`src/sfcr_pkg.sv`:
```
/*
  constants and types for the sequencer and result queue control registers.
  assumes a 40 MHz clk, byte addresses on a 16-bit register port.
*/
// Function
// - divider spaces register-write commands, waits unaffected
// - freeze bit stops sequencer, accelerators and queues
// - stop-on-underflow set: sequencer stops on empty
// - stop-on-underflow clear: sequencer keeps retrying fetch
// - engine enable runs fetch and execute, resets off
// - source select picks sinc3, transform, sinc2, variance, mean
// - transform result: real and imaginary, 18 bits
// - variance: 30 bits over two queue words
// - sinc2 result carries 16 data bits
// - mean result carries 16 data bits
// - queue enable low holds queue empty, no transfers
// - queue enable high lets queue run normally
// - read-only CRC-8 over executed commands, reset 0x1
// - read-only 30-bit timeout counter, reset zero
// - empty queue read returns zero, flags underflow
// - sequencer write beats simultaneous host write silently
package sfcr_pkg;

  // ****************************************
  // register map
  // ****************************************
  localparam logic [15:0] ADDR_SEQ_CONTROL = 16'h2004;
  localparam logic [15:0] ADDR_FIFO_CONFIG = 16'h2008;
  localparam logic [15:0] ADDR_CHECKSUM    = 16'h2060;
  localparam logic [15:0] ADDR_WATCHDOG    = 16'h2068;
  localparam logic [15:0] ADDR_QUEUE_READ  = 16'h206c;
  localparam logic [15:0] ADDR_IRQ_STATUS  = 16'h2080;
  localparam logic [15:0] ADDR_IRQ_MASK    = 16'h2084;

  // ****************************************
  // field positions and reset values
  // ****************************************
  localparam int unsigned SC_ENABLE   = 0;
  localparam int unsigned SC_STOP_UF  = 1;
  localparam int unsigned SC_FREEZE   = 4;
  localparam int unsigned SC_DIV_LSB  = 8;
  localparam int unsigned FC_RSV_HI   = 12;
  localparam int unsigned FC_QEN      = 11;
  localparam int unsigned FC_SRC_LSB  = 13;
  localparam logic [31:0] SEQ_CONTROL_RESET = 32'h0000_0002;
  localparam logic [31:0] FIFO_CONFIG_RESET = 32'h0000_1010;
  localparam logic [7:0]  CRC_RESET         = 8'h01;
  localparam logic [7:0]  CRC_POLY          = 8'h07;

  // interrupt status bits
  localparam int unsigned IRQ_QUEUE_UF = 0;
  localparam int unsigned IRQ_CMD_UF   = 1;
  localparam int unsigned IRQ_W        = 2;

  // ****************************************
  // result sources and channel ids
  // ****************************************
  localparam logic [2:0] SRC_TRANSFORM = 3'h2;
  localparam logic [2:0] SRC_SINC2     = 3'h3;
  localparam logic [2:0] SRC_VARIANCE  = 3'h4;
  localparam logic [2:0] SRC_MEAN      = 3'h5;
  localparam logic [4:0] CH_TRANSFORM  = 5'h1f;
  localparam logic [6:0] CH_MEAN       = 7'h78;
  localparam logic [6:0] CH_VARIANCE   = 7'h74;

  typedef enum logic [1:0] {
    ENG_IDLE  = 2'b00,
    ENG_FETCH = 2'b01,
    ENG_SPACE = 2'b10
  } sfcr_eng_t;

  typedef enum logic [0:0] {
    PK_IDLE   = 1'b0,
    PK_SECOND = 1'b1
  } sfcr_pack_t;

endpackage

```
`src/sfcr_regs.sv`:
```
/*
  sequencer control, result queue configuration, checksum and timeout
  registers, plus the command fetch engine they steer.
  assumes the command and result queue storage sit outside, and that
  aclk_tick is a one-cycle pulse per timer clock period, synchronous to clk.
*/
module sfcr_regs (
  // clock and reset
  input  wire logic        clk,
  input  wire logic        rst_n,
  // register port
  input  wire logic [15:0] reg_addr,
  input  wire logic [31:0] reg_wdata,
  input  wire logic        reg_wr,
  input  wire logic        reg_rd,
  output logic [31:0]      reg_rdata,
  // sequencer register writes
  input  wire logic        seq_wr,
  input  wire logic [15:0] seq_addr,
  input  wire logic [31:0] seq_wdata,
  // timer clock tick
  input  wire logic        aclk_tick,
  // command queue
  input  wire logic        cmd_empty,
  input  wire logic [31:0] cmd_data,
  input  wire logic        cmd_is_write,
  output logic             cmd_pop,
  // executed command
  output logic             exec_valid,
  output logic [31:0]      exec_word,
  // accelerator result
  input  wire logic        res_valid,
  input  wire logic [29:0] res_primary,
  input  wire logic [17:0] res_imag,
  input  wire logic [5:0]  adc_mux,
  input  wire logic [1:0]  seq_id,
  output logic             res_ready,
  // result queue
  output logic             q_wr_valid,
  output logic [31:0]      q_wr_data,
  output logic             q_clear,
  input  wire logic        q_empty,
  input  wire logic [31:0] q_rdata,
  output logic             q_pop,
  // front-end freeze and interrupt
  output logic             execution_freeze,
  output logic             irq
);

  // ****************************************
  // state
  // ****************************************
  typedef struct packed {
    logic [7:0]          write_command_spacing_divider;
    logic                execution_freeze;
    logic                stop_on_command_underflow;
    logic                command_engine_enable;
    logic [2:0]          result_source_select;
    logic                result_queue_enable;
    logic                rsv_hi;
    logic [10:0]         rsv_lo;
    logic [7:0]          crc;
    logic [29:0]         timeout;
    logic [sfcr_pkg::IRQ_W-1:0] irq_status;
    logic [sfcr_pkg::IRQ_W-1:0] irq_mask;
    sfcr_pkg::sfcr_eng_t eng;
    logic [7:0]          space_cnt;
    logic [31:0]         rdata;
    logic                exec_valid;
    logic [31:0]         exec_word;
  } sfcr_state_t;

  sfcr_state_t s;
  sfcr_state_t next_s;
  logic [7:0]  crc_next;
  logic [sfcr_pkg::IRQ_W-1:0] events;

  // ****************************************
  // checksum step and result packing
  // ****************************************
  sfcr_crc8 i_sfcr_crc8 (
    .crc_in  (s.crc),
    .word    (cmd_data),
    .crc_out (crc_next)
  );

  // packing follows the queue enable and the freeze
  sfcr_result_pack i_sfcr_result_pack (
    .clk         (clk),
    .rst_n       (rst_n),
    .freeze      (s.execution_freeze),
    .enable      (s.result_queue_enable),
    .src_sel     (s.result_source_select),
    .res_valid   (res_valid),
    .res_primary (res_primary),
    .res_imag    (res_imag),
    .adc_mux     (adc_mux),
    .seq_id      (seq_id),
    .res_ready   (res_ready),
    .wr_valid    (q_wr_valid),
    .wr_data     (q_wr_data)
  );

  // ****************************************
  // register write helper
  // ****************************************
  // only register fields move; the reserved bits rsv_hi and rsv_lo are stored as written
  function automatic sfcr_state_t put(input sfcr_state_t st,
                                      input logic [15:0] a,
                                      input logic [31:0] d);
    sfcr_state_t r;
    r = st;
    case (a)
      sfcr_pkg::ADDR_SEQ_CONTROL: begin
        r.write_command_spacing_divider = d[sfcr_pkg::SC_DIV_LSB +: 8];
        r.execution_freeze          = d[sfcr_pkg::SC_FREEZE];
        r.stop_on_command_underflow = d[sfcr_pkg::SC_STOP_UF];
        r.command_engine_enable     = d[sfcr_pkg::SC_ENABLE];
      end
      sfcr_pkg::ADDR_FIFO_CONFIG: begin
        r.result_source_select = d[sfcr_pkg::FC_SRC_LSB +: 3];
        r.rsv_hi               = d[sfcr_pkg::FC_RSV_HI];
        r.result_queue_enable  = d[sfcr_pkg::FC_QEN];
        r.rsv_lo               = d[10:0];
      end
      default: r = st;
    endcase
    return r;
  endfunction

  // ****************************************
  // next state
  // ****************************************
  always_comb begin
    next_s = s;
    next_s.rdata      = 32'h0000_0000;
    next_s.exec_valid = 1'b0;
    events  = '0;
    cmd_pop = 1'b0;
    q_pop   = 1'b0;

    // host first, sequencer after it, so the sequencer write wins
    if (reg_wr && !(seq_wr && seq_addr == reg_addr)) begin
      next_s = put(next_s, reg_addr, reg_wdata);
    end
    if (seq_wr) begin
      next_s = put(next_s, seq_addr, seq_wdata);
    end

    // mask write and write-one-to-clear of the sticky status
    if (reg_wr && reg_addr == sfcr_pkg::ADDR_IRQ_MASK) begin
      next_s.irq_mask = reg_wdata[sfcr_pkg::IRQ_W-1:0];
    end
    if (reg_wr && reg_addr == sfcr_pkg::ADDR_IRQ_STATUS) begin
      next_s.irq_status = s.irq_status & ~reg_wdata[sfcr_pkg::IRQ_W-1:0];
    end

    // register reads, data stands one cycle later
    if (reg_rd) begin
      case (reg_addr)
        sfcr_pkg::ADDR_SEQ_CONTROL: begin
          next_s.rdata = {16'h0000, s.write_command_spacing_divider, 3'h0,
                          s.execution_freeze, 2'h0,
                          s.stop_on_command_underflow,
                          s.command_engine_enable};
        end
        sfcr_pkg::ADDR_FIFO_CONFIG: begin
          next_s.rdata = {16'h0000, s.result_source_select, s.rsv_hi,
                          s.result_queue_enable, s.rsv_lo};
        end
        sfcr_pkg::ADDR_CHECKSUM: begin
          next_s.rdata = {24'h00_0000, s.crc};
        end
        sfcr_pkg::ADDR_WATCHDOG: begin
          next_s.rdata = {2'b00, s.timeout};
        end
        sfcr_pkg::ADDR_QUEUE_READ: begin
          // a frozen queue neither pops nor flags; it reads zero
          if (!s.execution_freeze) begin
            if (s.result_queue_enable && !q_empty) begin
              q_pop        = 1'b1;
              next_s.rdata = q_rdata;
            end else begin
              events[sfcr_pkg::IRQ_QUEUE_UF] = 1'b1;
            end
          end
        end
        sfcr_pkg::ADDR_IRQ_STATUS: begin
          next_s.rdata = {{(32-sfcr_pkg::IRQ_W){1'b0}}, s.irq_status};
        end
        sfcr_pkg::ADDR_IRQ_MASK: begin
          next_s.rdata = {{(32-sfcr_pkg::IRQ_W){1'b0}}, s.irq_mask};
        end
        default: next_s.rdata = 32'h0000_0000;
      endcase
    end

    // command engine; everything holds while frozen
    if (!s.execution_freeze) begin
      case (s.eng)
        sfcr_pkg::ENG_IDLE: begin
          if (s.command_engine_enable) begin
            next_s.eng = sfcr_pkg::ENG_FETCH;
          end
        end
        sfcr_pkg::ENG_FETCH: begin
          if (!s.command_engine_enable) begin
            next_s.eng = sfcr_pkg::ENG_IDLE;
          end else if (cmd_empty) begin
            if (s.stop_on_command_underflow) begin
              next_s.command_engine_enable = 1'b0;
              next_s.eng = sfcr_pkg::ENG_IDLE;
              events[sfcr_pkg::IRQ_CMD_UF] = 1'b1;
            end else begin
              // no stop: stay here and try again next cycle
              next_s.eng = sfcr_pkg::ENG_FETCH;
            end
          end else begin
            cmd_pop           = 1'b1;
            next_s.exec_valid = 1'b1;
            next_s.exec_word  = cmd_data;
            next_s.crc        = crc_next;
            // only register writes are spaced; waits time themselves
            if (cmd_is_write && s.write_command_spacing_divider != 8'h00) begin
              next_s.space_cnt = s.write_command_spacing_divider;
              next_s.eng       = sfcr_pkg::ENG_SPACE;
            end
          end
        end
        sfcr_pkg::ENG_SPACE: begin
          if (!s.command_engine_enable) begin
            next_s.eng = sfcr_pkg::ENG_IDLE;
          end else if (aclk_tick) begin
            next_s.space_cnt = s.space_cnt - 8'h01;
            if (s.space_cnt == 8'h01) begin
              next_s.eng = sfcr_pkg::ENG_FETCH;
            end
          end
        end
        default: next_s.eng = sfcr_pkg::ENG_IDLE;
      endcase

      // timeout runs while the engine is on and clears when it is off
      if (s.command_engine_enable) begin
        next_s.timeout = s.timeout + 30'h0000_0001;
      end else begin
        next_s.timeout = 30'h0000_0000;
      end
    end

    // a new event wins over a clear in the same cycle
    next_s.irq_status = next_s.irq_status | events;
  end

  // ****************************************
  // registers
  // ****************************************
  always_ff @(posedge clk) begin
    if (!rst_n) begin
      s <= '0;
      s.stop_on_command_underflow <= sfcr_pkg::SEQ_CONTROL_RESET[sfcr_pkg::SC_STOP_UF];
      s.rsv_hi <= sfcr_pkg::FIFO_CONFIG_RESET[sfcr_pkg::FC_RSV_HI];
      s.rsv_lo <= sfcr_pkg::FIFO_CONFIG_RESET[10:0];
      s.crc    <= sfcr_pkg::CRC_RESET;
    end else begin
      s <= next_s;
    end
  end

  // ****************************************
  // outputs
  // ****************************************
  assign reg_rdata        = s.rdata;
  assign exec_valid       = s.exec_valid;
  assign exec_word        = s.exec_word;
  assign q_clear          = !s.result_queue_enable;
  assign execution_freeze = s.execution_freeze;
  // level interrupt, high while any unmasked sticky bit is set
  assign irq              = |(s.irq_status & s.irq_mask);

endmodule

```
`src/sfcr_crc8.sv`:
```
/*
  combinational CRC-8 step over one 32-bit command word, msb first.
  assumes the caller registers the result.
*/
module sfcr_crc8 (
  // running value and word
  input  wire logic [7:0]  crc_in,
  input  wire logic [31:0] word,
  // next value
  output logic [7:0]       crc_out
);

  // ****************************************
  // bit-serial fold, unrolled by the loop
  // ****************************************
  always_comb begin
    logic [7:0] c;
    c = crc_in;
    for (int i = 31; i >= 0; i--) begin
      if (c[7] ^ word[i]) begin
        c = {c[6:0], 1'b0} ^ sfcr_pkg::CRC_POLY;
      end else begin
        c = {c[6:0], 1'b0};
      end
    end
    crc_out = c;
  end

endmodule

```
`src/sfcr_result_pack.sv`:
```
/*
  packs one accelerator result into result queue words by source.
  assumes the queue takes every word it is offered while enabled.
*/
module sfcr_result_pack (
  // clock and reset
  input  wire logic        clk,
  input  wire logic        rst_n,
  // control
  input  wire logic        freeze,
  input  wire logic        enable,
  input  wire logic [2:0]  src_sel,
  // result in
  input  wire logic        res_valid,
  input  wire logic [29:0] res_primary,
  input  wire logic [17:0] res_imag,
  input  wire logic [5:0]  adc_mux,
  input  wire logic [1:0]  seq_id,
  output logic             res_ready,
  // queue words out
  output logic             wr_valid,
  output logic [31:0]      wr_data
);

  typedef struct packed {
    sfcr_pkg::sfcr_pack_t stage;
    logic [31:0]          pending;
    logic                 wr_valid;
    logic [31:0]          wr_data;
  } sfcr_pk_state_t;

  sfcr_pk_state_t s;
  sfcr_pk_state_t next_s;

  // ecc field left zero here; it is added where the word is stored
  always_comb begin
    next_s = s;
    next_s.wr_valid = 1'b0;
    if (!enable) begin
      next_s = '0;
    end else if (!freeze) begin
      case (s.stage)
        sfcr_pkg::PK_IDLE: begin
          if (res_valid) begin
            next_s.wr_valid = 1'b1;
            case (src_sel)
              sfcr_pkg::SRC_TRANSFORM: begin
                next_s.wr_data = {7'h00, seq_id, sfcr_pkg::CH_TRANSFORM, res_primary[17:0]};
                next_s.pending = {7'h00, seq_id, sfcr_pkg::CH_TRANSFORM, res_imag};
                next_s.stage   = sfcr_pkg::PK_SECOND;
              end
              sfcr_pkg::SRC_VARIANCE: begin
                next_s.wr_data = {7'h00, seq_id, sfcr_pkg::CH_VARIANCE, res_primary[15:0]};
                next_s.pending = {7'h00, seq_id, sfcr_pkg::CH_VARIANCE, 2'b00, res_primary[29:16]};
                next_s.stage   = sfcr_pkg::PK_SECOND;
              end
              sfcr_pkg::SRC_SINC2: next_s.wr_data = {7'h00, seq_id, 1'b1, adc_mux, res_primary[15:0]};
              sfcr_pkg::SRC_MEAN:  next_s.wr_data = {7'h00, seq_id, sfcr_pkg::CH_MEAN, res_primary[15:0]};
              default:             next_s.wr_data = {7'h00, seq_id, 1'b0, adc_mux, res_primary[15:0]};
            endcase
          end
        end
        sfcr_pkg::PK_SECOND: begin
          next_s.wr_valid = 1'b1;
          next_s.wr_data  = s.pending;
          next_s.stage    = sfcr_pkg::PK_IDLE;
        end
        default: next_s.stage = sfcr_pkg::PK_IDLE;
      endcase
    end
  end

  always_ff @(posedge clk) begin
    if (!rst_n) begin
      s <= '0;
    end else begin
      s <= next_s;
    end
  end

  // a second word blocks new results for one cycle
  assign res_ready = enable && !freeze && (s.stage == sfcr_pkg::PK_IDLE);
  assign wr_valid  = s.wr_valid;
  assign wr_data   = s.wr_data;

endmodule

```
`config.mk`:
```
export PLATFORM = sky130hd
export DESIGN_NAME = sfcr_regs
export DESIGN_NICKNAME = d
export VERILOG_FILES = /design/src/sfcr_pkg.sv /design/src/sfcr_regs.sv /design/src/sfcr_crc8.sv /design/src/sfcr_result_pack.sv
export SDC_FILE = /design/constraint.sdc
export NUM_CORES = 1
export LEC_CHECK = 0
export ABC_CLOCK_PERIOD_IN_PS = 7100
export BUFFER_PORTS_ARGS = -buffer_cell sky130_fd_sc_hd__buf_2
export CAP_MARGIN = 20
export CORE_MARGIN = 1.5
export CORE_UTILIZATION = 24
export CTS_CLUSTER_SIZE = 20
export DETAILED_ROUTE_END_ITERATION = 16
export PLACE_DENSITY = 0.42
export SKIP_CTS_REPAIR_TIMING = 1
export SLEW_MARGIN = 20
export SYNTH_ARGS = -nofsm -noshare
export SYNTH_HDL_FRONTEND = slang
export SYNTH_SLANG_ARGS = --single-unit
export TNS_END_PERCENT = 5
```
`constraint.sdc`:
```
create_clock -name clk -period 7.1 [get_ports clk]
set_clock_uncertainty 0.05 [all_clocks]
set_input_delay 0 -clock clk [delete_from_list [all_inputs] [get_ports clk]]
set_output_delay 0 -clock clk [all_outputs]
set_load 0.005 [all_outputs]
```
## Word level (Yosys, flattened, before mapping)

Cells that the tools add are included.

- Register bits: 210
- Input bits: 226

- $add $sub $neg: 2
- Eq/ne operators: 18
- Mux-type cells: 94
- Bitwise operators: 72
- Reductions and logical operators: 20

Operators with widths:

| kind | number |
|---|---|
| $mux 144 | 2 |
| $pmux 32 s7 | 1 |
| $eq 16x14->1 const B | 9 |
| $mux 33 | 4 |
| $pmux 33 s2 | 2 |
| $mux 3 | 32 |
| $mux 32 | 3 |
| $not 3->3 | 32 |
| $pmux 23 s4 | 1 |
| $mux 66 | 1 |
| $mux 8 | 6 |
| $mux 38 | 1 |
| $mux 16 | 2 |
| $xor 1x1->1 | 32 |
| $add 30x1->30 const B | 1 |
| $mux 10 | 3 |
| $mux 30 | 1 |
| $mux 1 | 23 |
| $mux 11 | 2 |
| $eq 16x16->1 | 1 |
| $pmux 8 s2 | 1 |
| $mux 2 | 7 |
| $eq 8x1->1 const B | 1 |
| $logic_and 1x1->1 | 8 |
| other kinds (20) | 30 |

## Depth between registers and ports, before layout

Gate-level depths: netlist of run 1.

- Word-level depth: 68
- Gate-level depth with buffers: 9
- Gate-level depth less buffers: 7

## By module

A second synthesis of run 1 with hierarchy kept.

- Cells, all modules: 1174
- Area total of the unflattened synthesis: 10640.2 µm²

Modules (own cells, without submodules):

| module | instances | cells each | area each (µm²) |
|---|---|---|---|
| sfcr_regs | 1 | 827 | 6977.9 |
| sfcr_result_pack | 1 | 265 | 2472.4 |
| sfcr_crc8 | 1 | 82 | 1189.9 |

## Worst setup path after synthesis of run 1

OpenSTA, ideal clock, no wires.

- Path type: reg2reg
- Start: register s[114] in the netlist's numbering
- End: register s[114] in the netlist's numbering
- Library setup time: 0.070 ns
- Arrival time: 2.411 ns
- Setup slack: 4.570 ns
- Stages on the path, launching flop included: 7
- Buffers on the path: 0
- Period minus slack after synthesis: 2.530 ns
- Cells stage by stage: dfxtp_1 -> xnor2_1 -> xor3_1 -> xnor3_2 -> xnor3_1 -> xor3_1 -> a21oi_1

- Word-level cells in the longest chain between the ends: 28
- Elaborated cells on any way between the ends: 53
- Classes of those cells: mux: 25; bitwise: 28

Ends and longest elaborated chain:

| element | line | source |
|---|---|---|
| from (decl) | sfcr_regs.sv:73 | `sfcr_state_t s;` |
| from (signal assigned) | sfcr_regs.sv:266 | `s <= next_s;` |
| $xor 1x1->1 | sfcr_crc8.sv:20 | `if (c[7] ^ word[i]) begin` |
| $mux 3 | sfcr_crc8.sv:20 |  |
| $not 3->3 (no line) | - |  |
| $mux 3 | sfcr_crc8.sv:20 |  |
| $not 3->3 (no line) | - |  |
| $mux 3 | sfcr_crc8.sv:20 |  |
| $xor 1x1->1 | sfcr_crc8.sv:20 |  |
| $mux 3 | sfcr_crc8.sv:20 |  |
| [12 not listed] | - |  |
| $not 3->3 (no line) | - |  |
| $mux 3 | sfcr_crc8.sv:20 |  |
| $not 3->3 (no line) | - |  |
| $mux 3 | sfcr_crc8.sv:20 |  |
| $mux 8 | sfcr_regs.sv:209 | `end else if (cmd_empty) begin` |
| $mux 8 | sfcr_regs.sv:207 | `if (!s.command_engine_enable) begin` |
| $mux 8 | sfcr_regs.sv:200 | `case (s.eng)` |
| $mux 38 (*) | sfcr_regs.sv:199 | `if (!s.execution_freeze) begin` |

Every way passes the cells marked *; elsewhere a longest branch is shown, timed or not.
A chain may end at the register's enable or synchronous reset.

## Final worst setup path of run 1

- Start: register i_sfcr_result_pack.s[65] in the netlist's numbering
- End: register i_sfcr_result_pack.s[35] in the netlist's numbering

- Word-level cells in the longest chain between the ends: 2

Ends and longest elaborated chain:

| element | line | source |
|---|---|---|
| from (decl) | sfcr_result_pack.sv:32 | `sfcr_pk_state_t s;` |
| from (signal assigned) | sfcr_result_pack.sv:77 | `s <= next_s;` |
| $not 1->1 | - |  |
| $reduce_and 4->1 (no line) | - |  |

Every way passes these cells.

==> results of run 1 <==
[layout make-up]
cell class	count	share of cell area (%)
Antenna cell	2	0.0361
Clock buffer	18	3.17
Clock inverter	14	1.01
Inverter	22	0.595
Multi-Input combinational cell	803	37.9
Sequential cell	193	27.8
Tap cell	539	4.86
Timing Repair Buffer	489	24.6
[registers in the layout (all words and copies together), names as in the netlist]
signal                       count
exec_valid                       1
i_sfcr_result_pack.s            23
s                               78
i_sfcr_result_pack.wr_data      25
i_sfcr_result_pack.wr_valid      1
execution_freeze                 1
reg_rdata                       32
exec_word                       32
[metrics by stage]
stage / util [%] / setup slack (ns)
6_report: 33.2 / 3.31
5_1_grt: 33.1 / 2.94
4_1_cts: 28.7 / 3.80
3_5_place_dp: 27.3 / 3.84
3_3_place_gp: 27.3 / 3.84
2_1_floorplan: - / 4.57
[kinds of logic (layout without fill, tap and decap cells)]
family | count (synthesis) | in the layout | share of synthesized area, %
AOI/OAI and AO/OA | 299 | 299 | 18.8
xor gates and xnor gates | 112 | 112 | 13.6
adders and majority gates | 3 | 3 | 0.370
buffers and inverters | 188 | 543 | 10.5
DFF | 193 | 193 | 38.1
muxes | 28 | 28 | 2.76
other | 1 | 9 | 0.0369
and+or+nand+nor | 354 | 354 | 15.8
[cells in the final DEF (no fill, tap or decap), drive strengths merged, types with 18 or more instances in the layout]
| cell | count |
|---|---|
| a21boi | 43 |
| inv | 29 |
| o21ai | 72 |
| clkbuf | 18 |
| a21oi | 81 |
| nor2 | 104 |
| mux2i | 28 |
| a22oi | 23 |
| nand2 | 128 |
| dfxtp | 193 |
| nand3 | 27 |
| xnor2 | 43 |
| dlygate4sd3 | 187 |
| xnor3 | 18 |
| o22ai | 19 |
| nor3 | 25 |
| buf | 302 |
| xor2 | 43 |
[where the power goes]
part	leakage, nW	internal (mW)	switching [mW]
clock	0.280	0.478	0.503
sequential	1.55	1.08	0.00000608
combinational	4.06	0.304	0.197
[worst paths after layout]
check,to,start,cells past startpoint
setup / recovery,i_sfcr_result_pack.s[35],i_sfcr_result_pack.s[65],7
hold / removal,s[77],q_empty,4
setup reg to reg,i_sfcr_result_pack.s[35],i_sfcr_result_pack.s[65],7
hold reg to reg,i_sfcr_result_pack.s[57],i_sfcr_result_pack.s[57],2
[worst register-to-register path: stages, from the launching register on]
cell	delay, ns
dfxtp_1	0.58
clkinv_1	0.64
nand2_1	0.91
nor2_1	0.18
o21ai_2	0.44
a221oi_1	0.16
dlygate4sd3_1	0.64
nor3_1	0.12
[per-layer routing]
layer  wire [um]  track usage, %  up-vias
met3        1430            3.92       29
met4         528            5.30        0
met1       16300            20.2     4444
li1            -               -     4725
met2       17100            25.5      211
met5           0               0        -
==> impl_results.md, run 1 <==
- FILL cells: 4,481
- Status: complete, but fails checks
- P per Cell Area: 185 mW/mm^2
- Worst-path cell chain: clkinv_1 -> nand2_1 -> nor2_1 -> o21ai_2 -> a221oi_1 -> dlygate4sd3_1 -> nor3_1
- CP max-delay cell: nand2_1
- DR vias: around 9,400
- Post-Place Cells: around 1,900
- Die Width: between 200 and 250 um
- Row cnt: 75
- Initial antenna violation count: 2
- Core Region: roughly 0.042 mm^2
- GRT Util Overall: 15.7%
- Number of flops mapped to enable cells by yosys: 0
- Critical Path Sink Type: register
- Hold WC Path Type: in -> reg
- Worst Max-Slew Pin Slew: around 1.1 ns
- Clk_lat worst skew: approximately 0.47 ns
- CTS tree: built
- Nets@finish: about 1,800
- #FFs+latches synth: ~190
- Share of cells above drive strength 1: 22.8%
- Post-placement cell area: 0.0114 mm^2
- Final GP Congestion: between 0.8 and 0.9
- Largest net degree at the start of global routing: 62
- Crit path required time: 7.42 ns
- Drt wl/cell: between 15 and 20 um
- Setup TNS: 0 ns
- Vias in the first global route: 8,716
- Startpoint class of the critical path: register
- Final setup viols: 0
- Clk root buf: clkbuf_16
- GR Overflow Total: 0
- Synth cell count leaders: dfxtp_1, nand2_1, nor2_1
- Layout Cells excl Fill: 2,080
- CTS sink count: 193
- Family with the most delay on the worst path: buffers and inverters
- Maximum VDD drop: between 0.0001 and 0.00015 V
- Rel. slew slack: about 28%
- First-pass GRT wire length: ~52 mm
- Leak: about 6 nW
- Drt first pass iters: 5
- Data arrival time of the worst path: 4.12 ns
- Area delta synth->final: 36.7%
- Critical-path maximum fanout: 21
- Clock slew at reported path FFs: approximately 0.080 ns
- Post-DRT Antenna Nets: 0
- Final Power: approximately 2.6 mW
- Post-synth top flop: dfxtp_1
- DIE HEIGHT: around 210 um
- Hold WS: -0.0209 ns
- Initial core utilization: between 20% and 30%
- Area leader, netlist: dfxtp_1
- Number of CTS-inserted buffers: 17
- Sequential area share after synthesis: roughly two fifths
- Port buffer count: between 200 and 300
- Post-Syn Instances: 1,178
- Die area: between 0.04 and 0.05 mm^2
- Area of the multi-input gates: 0.00526 mm^2
- Average size of a mapped cell: 8.62 um^2
- Syn Std Cell Area: around 0.010 mm^2
- Synth area leaders: dfxtp_1, buf_4, nand2_1
- Sequential cell area: slightly below 0.004 mm^2
- Final min period: between 3 and 4 ns
- MaxCap Viol Count: 0
- WS Path Type: reg -> reg
- Max incr delay on CP: between 0.9 and 1 ns
- Post-synth top area share: 38.1%
- Via/cell ratio: ~4.5
- Post-route DRC: 0
- R2R Setup Slk: ~3.3 ns
- Total wire length: ~35 mm
- Initial DRC count: roughly 530
- Async S/R FF share, synth: 0%
- Final instance area: around 0.014 mm^2
- Final-report hold violation count: 2
- Failing checks: hold timing
- Synth Warn #: 0
- Fmax: around 260 MHz
- Count leader, synth: dfxtp_1
- Slew Viols, Final: 0
- H-Tree Depth: 4
- Hpwl dp: 25.0 mm
- Unrepaired setup endpoints after global routing: no
- CP bufs+invs: 2
- Top-level I/O count: 330
- Yosys cell types: 62
- Max Root-Sink Buffers: 2
- Fin crit share: between 50 and 60%
No activity file was read; power rests on OpenSTA's default activity.
==> run 2, diff against run 1 <==
--- a/config.mk
+++ b/config.mk
@@ -5,14 +5,14 @@
 export SDC_FILE = /design/constraint.sdc
 export NUM_CORES = 1
 export LEC_CHECK = 0
-export ABC_CLOCK_PERIOD_IN_PS = 7100
+export ABC_CLOCK_PERIOD_IN_PS = 3200
 export BUFFER_PORTS_ARGS = -buffer_cell sky130_fd_sc_hd__buf_2
 export CAP_MARGIN = 20
 export CORE_MARGIN = 1.5
 export CORE_UTILIZATION = 24
 export CTS_CLUSTER_SIZE = 20
 export DETAILED_ROUTE_END_ITERATION = 16
-export PLACE_DENSITY = 0.42
+export PLACE_DENSITY = 0.43
 export SKIP_CTS_REPAIR_TIMING = 1
 export SLEW_MARGIN = 20
 export SYNTH_ARGS = -nofsm -noshare
==> constraint.sdc (replaced) <==
create_clock -name clk -period 3.2 [get_ports clk]
set_clock_uncertainty 0.05 [all_clocks]
set_input_delay 0 -clock clk [delete_from_list [all_inputs] [get_ports clk]]
set_output_delay 0 -clock clk [all_outputs]
set_load 0.005 [all_outputs]
==> run 2 against run 1 <==
The flow still finishes with violations (hold timing). Register-to-register slack lost 3.0 ns. Routed wire length is essentially flat. Final cell count shrank 0.24%. Setup slack lost 3.0 ns. Total power grew 120%. Combinational power grew 120%. Critical path depth grew 1. Sequential cell count is the same. Clock power grew 130%. Global-route usage grew 0.13 points. Clock-buffer cell count shrank 1. Die area is the same. Highest routed layer unchanged.
==> impl_results.md, run 2 (synthesis gave the netlist of run 1 again) <==
- Status: complete, but fails checks
- Failing checks: hold timing
- Critical Path Sink Type: register
- Largest register FFs: 78 (unchanged)
- Worst-path cell chain: nor2b_1 -> nor2b_1 -> buf_4 -> o21ai_1 -> buf_4 -> a221oi_1 -> dlygate4sd3_1 -> nor3_1
- Final GP Congestion: 0.817 (+1.5%)
- Hpwl dp: 25.5 mm (+1.9%)
- Initial DRC count: 506 (-3.8%)
- CP max-delay cell: dlygate4sd3_1
- Critical-path maximum fanout: 18 (-14%)
- Top-level I/O count: 330 (unchanged)
- Drt wl/cell: 17.0 um (+0.21%)
- N_diodes: 0 (-2)
- Clk root buf: clkbuf_16
- Final setup viols: 0 (unchanged)
- Met1 Routed Length: 16.0 mm (-1.9%)
- Initial core utilization: 24.3% (unchanged)
- Rel. slew slack: 39.6% (+12 points)
- Unrepaired setup endpoints after global routing: no
- WL met3: 1.45 mm (+1.7%)
- CP bufs+invs: 3 (+1)
- GR Overflow Total: 0 (unchanged)
- Data arrival time of the worst path: 3.16 ns (-0.96 ns)
- Final instance area: 0.0138 mm^2 (-0.38%)
- WS Path Type: reg -> reg
- Hold WC Path Type: in -> reg
- CTS sink count: 193 (unchanged)
- Row cnt: 75 (unchanged)
- Worst Max-Slew Pin Slew: 0.906 ns (-0.171 ns)
- Most frequent cells in the layout: buf_2, dfxtp_1, dlygate4sd3_1, nand2_1, nor2_1
- Die area: 0.0435 mm^2 (unchanged)
- H-Tree Depth: 4 (unchanged)
- Most common cell after layout, fill and taps aside: buf_2
- First-pass GRT wire length: 51.9 mm (-0.63%)
- Fmax: 350 MHz (+33%)
- Slew Viols, Final: 0 (unchanged)
- Leak: 5.85 nW (-0.74%)
- Post-Place Cells: 1,875 (+0.86%)
- MaxCap Viol Count: 0 (unchanged)
- Crit path required time: 3.50 ns (-3.92 ns)
- Setup TNS: 0 ns (unchanged)
- Startpoint class of the critical path: register
- Max Root-Sink Buffers: 2 (unchanged)
- CTS tree: built
- Core Region: 0.0419 mm^2 (unchanged)
- Clock slew at reported path FFs: 0.08 ns (about the same)
- DR WL met2: 17.2 mm (+0.46%)
- Top layer in use: met4
- Fin crit share: 89.2% (+36 points)
- Final min period: 2.86 ns (-0.938 ns)
- Reg with most FFs: s
- Number of CTS-inserted buffers: 17 (unchanged)
- DR vias: 9,510 (+1.1%)
- Post-DRT Antenna Nets: 0 (unchanged)
- DIE HEIGHT: 209 um (unchanged)
- Via/cell ratio: 4.58 (+1.3%)
- Initial antenna violation count: 0 (-2)
- Clk_lat worst skew: 0.49 ns (+0.02 ns)
- Maximum VDD drop: 0.000357 V (+140%)
- Share of cells above drive strength 1: 23.8% (+1.0 points)
- Hold WS: -0.0411 ns (-0.0203 ns)
- Post-placement cell area: 0.0115 mm^2 (+1.0%)
- Final-report hold violation count: 1 (-1)
- Nets@finish: 1,753 (-0.11%)
- Layout Cells excl Fill: 2,075 (-0.24%)
- Area delta synth->final: 36.2%
- FILL cells: 4,449 (-0.71%)
- Port buffer count: 290 (unchanged)
- Drt first pass iters: 7 (+2)
- Post-route DRC: 0 (unchanged)
- P per Cell Area: 416 mW/mm^2 (+130%)
- Final Power: 5.75 mW (+120%)
- Family with the most delay on the worst path: buffers and inverters
- Largest net degree at the start of global routing: 43 (-31%)
- Die Width: 209 um (unchanged)
- Vias in the first global route: 8,738 (+0.25%)
- Max incr delay on CP: 0.60 ns (-0.31 ns)
- Total wire length: 35.3 mm (about the same)
- GRT Util Overall: 15.8% (+0.13 points)
[run 2: cell count changes in the layout (fill, tap and decap cells not counted)]
cell,change
nand2_1,-1
nand2_2,+1
inv_8,-3
diode_2,-2
clkinv_4,-2
dlygate4sd3_1,-18
inv_6,+4
clkinv_8,-1
bufinv_16,+2
clkbuf_8,-1
o21ai_1,+1
buf_4,+16
o21ai_2,-1
[run 2: worst register-to-register path: stages, from the launching register on]
cell	delay, ns
dfxtp_1	0.51
nor2b_1	0.33
nor2b_1	0.17
buf_4	0.24
o21ai_1	0.22
buf_4	0.27
a221oi_1	0.29
dlygate4sd3_1	0.60
nor3_1	0.04
[run 2: cell type report]
| type | count | area [um^2] | area share, % |
|---|---|---|---|
| multi-input combinational | 803 | 5260 | 38.0 |
| sequential | 193 | 3860 | 28.0 |
| inverter | 22 | 82.6 | 0.597 |
| tap | 539 | 674 | 4.88 |
| timing repair buffer | 487 | 3350 | 24.3 |
| clock inverter | 14 | 168 | 1.21 |
| clock buffer | 17 | 425 | 3.08 |
[run 2: final timing paths]
| kind | start | to | slack, ns | cells past startpoint |
|---|---|---|---|---|
| hold reg to reg | i_sfcr_result_pack.s[57] | i_sfcr_result_pack.s[57] | 0.41 | 2 |
| setup reg to reg | s[131] | i_sfcr_result_pack.s[46] | 0.34 | 8 |
| setup / recovery | s[131] | i_sfcr_result_pack.s[46] | 0.34 | 8 |
| hold / removal | reg_wr | s[76] | -0.04 | 4 |
[run 2: layer usage]
metal / vias to the layer above / track usage, %
met5: - / 0
met1: 4523 / 19.4
li1: 4721 / -
met4: 0 / 5.92
met3: 40 / 4.39
met2: 226 / 26.2
[run 2: power breakdown]
group | total, mW | internal, mW | switching (mW) | leakage [nW]
clock network | 2.27 | 1.17 | 1.10 | 0.286
registers | 2.40 | 2.40 | 0.0000127 | 1.55
logic | 1.08 | 0.674 | 0.407 | 4.01
[run 2: through the flow]
step           worst slack, ns  utilization [%]
2_1_floorplan            0.670                -
3_3_place_gp             0.462             27.6
3_5_place_dp             0.451             27.6
4_1_cts                  0.425             29.0
5_1_grt                  0.153             33.0
6_report                 0.345             33.0
==> run 3, diff against run 2 <==
--- a/config.mk
+++ b/config.mk
@@ -12,7 +12,7 @@
 export CORE_UTILIZATION = 24
 export CTS_CLUSTER_SIZE = 20
 export DETAILED_ROUTE_END_ITERATION = 16
-export PLACE_DENSITY = 0.43
+export PLACE_DENSITY_LB_ADDON = 0.25
 export SKIP_CTS_REPAIR_TIMING = 1
 export SLEW_MARGIN = 20
 export SYNTH_ARGS = -nofsm -noshare
==> constraint.sdc (replaced) <==
create_clock -name clk -period 3.2 [get_ports clk]
set_clock_uncertainty 0.05 [all_clocks]
set_input_delay 0.8 -clock clk [delete_from_list [all_inputs] [get_ports clk]]
set_output_delay 0.8 -clock clk [all_outputs]
set_load 0.005 [all_outputs]
==> run 3 against run 2 <==
The flow now finishes without violations. Critical path depth unchanged. Maximum frequency fell by 4.2%. Combinational power down 12%. Total power down 3.9%. Cell area is 11% lower. Global-route usage is 0.050 points higher. Die area unchanged. Sequential power hardly changed. Clock-buffer cell count is 1 higher. Setup slack got worse by 0.12 ns. Critical path type is now in -> out. Largest cell class unchanged. Largest power group unchanged.
==> impl_results.md, run 3 (synthesis gave the netlist of run 1 again) <==
- DR vias: 8,852 (-6.9%)
- Drt first pass iters: 6 (-1)
- RR Startpoint: s[116]
- Status: complete, no violations
- Post-route DRC: 0 (unchanged)
- Die Width: 209 um (unchanged)
- Max Root-Sink Buffers: 2 (unchanged)
- Die area: 0.0435 mm^2 (unchanged)
- H-Tree Depth: 4 (unchanged)
- Data arrival time of the worst path: 2.13 ns (-1.03 ns)
- Hold WC Path Type: reg -> reg
- Final Power: 5.53 mW (-3.9%)
- Psw: 1.39 mW (-7.8%)
- Startpoint class of the critical path: input port
- Largest net degree at the start of global routing: 40 (-7.0%)
- Setup TNS: 0 ns (unchanged)
- Hpwl dp: 25.9 mm (+1.4%)
- DIE HEIGHT: 209 um (unchanged)
- Fin crit share: 93.1% (+3.9 points)
- Hold path startpoint: i_sfcr_result_pack.s[57]
- Sw frac: 25.1% (-1.1 points)
- Clk root buf: clkbuf_16
- Port buffer count: 290 (unchanged)
- Rel. slew slack: 42.7% (+3.1 points)
- Critical-path maximum fanout: 4 (-14)
- Final GP Congestion: 0.845 (+3.5%)
- FILL cells: 4,541 (+2.1%)
- Clock slew at reported path FFs: 0.07 ns (about the same)
- Area delta synth->final: 20.6%
- GRT Util Overall: 15.8% (+0.050 points)
- Most frequent cells in the layout: buf_2, dfxtp_1, nand2_1, nor2_1, a21oi_1
- Reg with most FFs: s
- Final instance area: 0.0122 mm^2 (-11%)
- Core Region: 0.0419 mm^2 (unchanged)
- Slew Viols, Final: 0 (unchanged)
- MaxCap Viol Count: 0 (unchanged)
- Most common cell after layout, fill and taps aside: buf_2
- Initial antenna violation count: 7 (+7)
- Largest register FFs: 78 (unchanged)
- P per Cell Area: 452 mW/mm^2 (+8.5%)
- Unrepaired setup endpoints after global routing: no
- Final min period: 2.98 ns (+0.124 ns)
- Via/cell ratio: 4.62 (+0.70%)
- Internal: 4.14 mW (-2.5%)
- Final-report hold violation count: 0 (-1)
- Initial core utilization: 24.3% (unchanged)
- Top-level I/O count: 330 (unchanged)
- Nets@finish: 1,595 (-9.0%)
- Reg2Reg Depth: 6 (-2)
- Share of cells above drive strength 1: 27.2% (+3.4 points)
- Row cnt: 75 (unchanged)
- Drt wl/cell: 17.7 um (+4.2%)
- Initial DRC count: 576 (+14%)
- Crit path from: reg_addr[11]
- Total wire length: 34.0 mm (-3.7%)
- WS Path Type: in -> out
- Post-placement cell area: 0.0117 mm^2 (+1.1%)
- Maximum VDD drop: 0.000407 V (+14%)
- CTS sink count: 193 (unchanged)
- Number of CTS-inserted buffers: 17 (unchanged)
- Crit path required time: 2.35 ns (-1.15 ns)
- Share of total power in sequential cells: 43.4% (+1.7 points)
- Final setup viols: 0 (unchanged)
- Post-DRT Antenna Nets: 0 (unchanged)
- Clk_lat worst skew: 0.47 ns (-0.02 ns)
- First-pass GRT wire length: 52.1 mm (+0.49%)
- Clk pwr share: 39.4% (about the same)
- Vias in the first global route: 8,686 (-0.60%)
- Critical Path Sink Type: output pin
- CTS tree: built
- Fmax: 336 MHz (-4.2%)
- Worst Max-Slew Pin Slew: 0.859 ns (-0.0470 ns)
- Logic gate share of total power: 17.2% (-1.6 points)
- GR Overflow Total: 0 (unchanged)
- Leak: 5.13 nW (-12%)
- Cells on Worst Hold Path: 2 (-2)
-- run 3: cell count changes in the layout (fill, tap and decap cells not counted), sizes merged --
cell / change
buf: +11
dlygate4sd3: -169
diode: +2
clkinv: +2
clkbuf: +1
clkinvlp: +1
inv: -5
-- run 3: cell type report --
| cell class | instances | area, um^2 | area share, % |
|---|---|---|---|
| Clock buffer | 18 | 439 | 3.59 |
| Clock inverter | 12 | 133 | 1.08 |
| Sequential cell | 193 | 3860 | 31.6 |
| Inverter | 22 | 82.6 | 0.674 |
| Multi-Input combinational cell | 803 | 5250 | 42.9 |
| Antenna cell | 2 | 5.00 | 0.0409 |
| Timing Repair Buffer | 329 | 1790 | 14.7 |
| Tap cell | 539 | 674 | 5.51 |
-- run 3: critical path, stage by stage --
cell and delay (ns):
buf_2 0.11, nor4b_1 0.33, buf_4 0.19, and3_1 0.19
and4_1 0.23, nand2_1 0.07, nor2_1 0.08, buf_2 0.12
-- run 3: final timing paths --
path	endpoint	slack, ns
max reg2reg	s[114]	0.54
min reg2reg	i_sfcr_result_pack.s[57]	0.41
min	i_sfcr_result_pack.s[57]	0.41
max	q_pop	0.22
-- run 3: per-stage QoR --
stage / hold slack (ns) / cells / setup WS, ns / utilization, %
finish: 0.407 / 1918 / 0.220 / 29.3
global route: 0.424 / 1917 / 0.0714 / 29.3
CTS: 0.410 / 1916 / 0.203 / 29.2
detailed placement: 0.399 / 1886 / 0.0461 / 27.9
global placement: 0.391 / 1886 / 0.0343 / 27.9
floorplan: 0.383 / 1184 / 0.201 / -
-- run 3: power groups by stage --
stage	Clock, mW	Sequential, mW	Combinational, mW
floorplan	0	2.46	0.696
global placement	0	2.46	0.951
detailed placement	0	2.46	0.952
CTS	2.29	2.40	0.959
global route	2.37	2.40	1.03
finish	2.18	2.40	0.950
-- run 3: layer usage --
| layer | up-vias | part of all wire [%] | GRT usage, % |
|---|---|---|---|
| met5 | - | 0.16 | 0 |
| met4 | 8 | 1.8 | 4.87 |
| met3 | 37 | 5.7 | 4.78 |
| met2 | 224 | 48 | 26.3 |
| met1 | 4186 | 44 | 19.6 |
| li1 | 4397 | - | - |
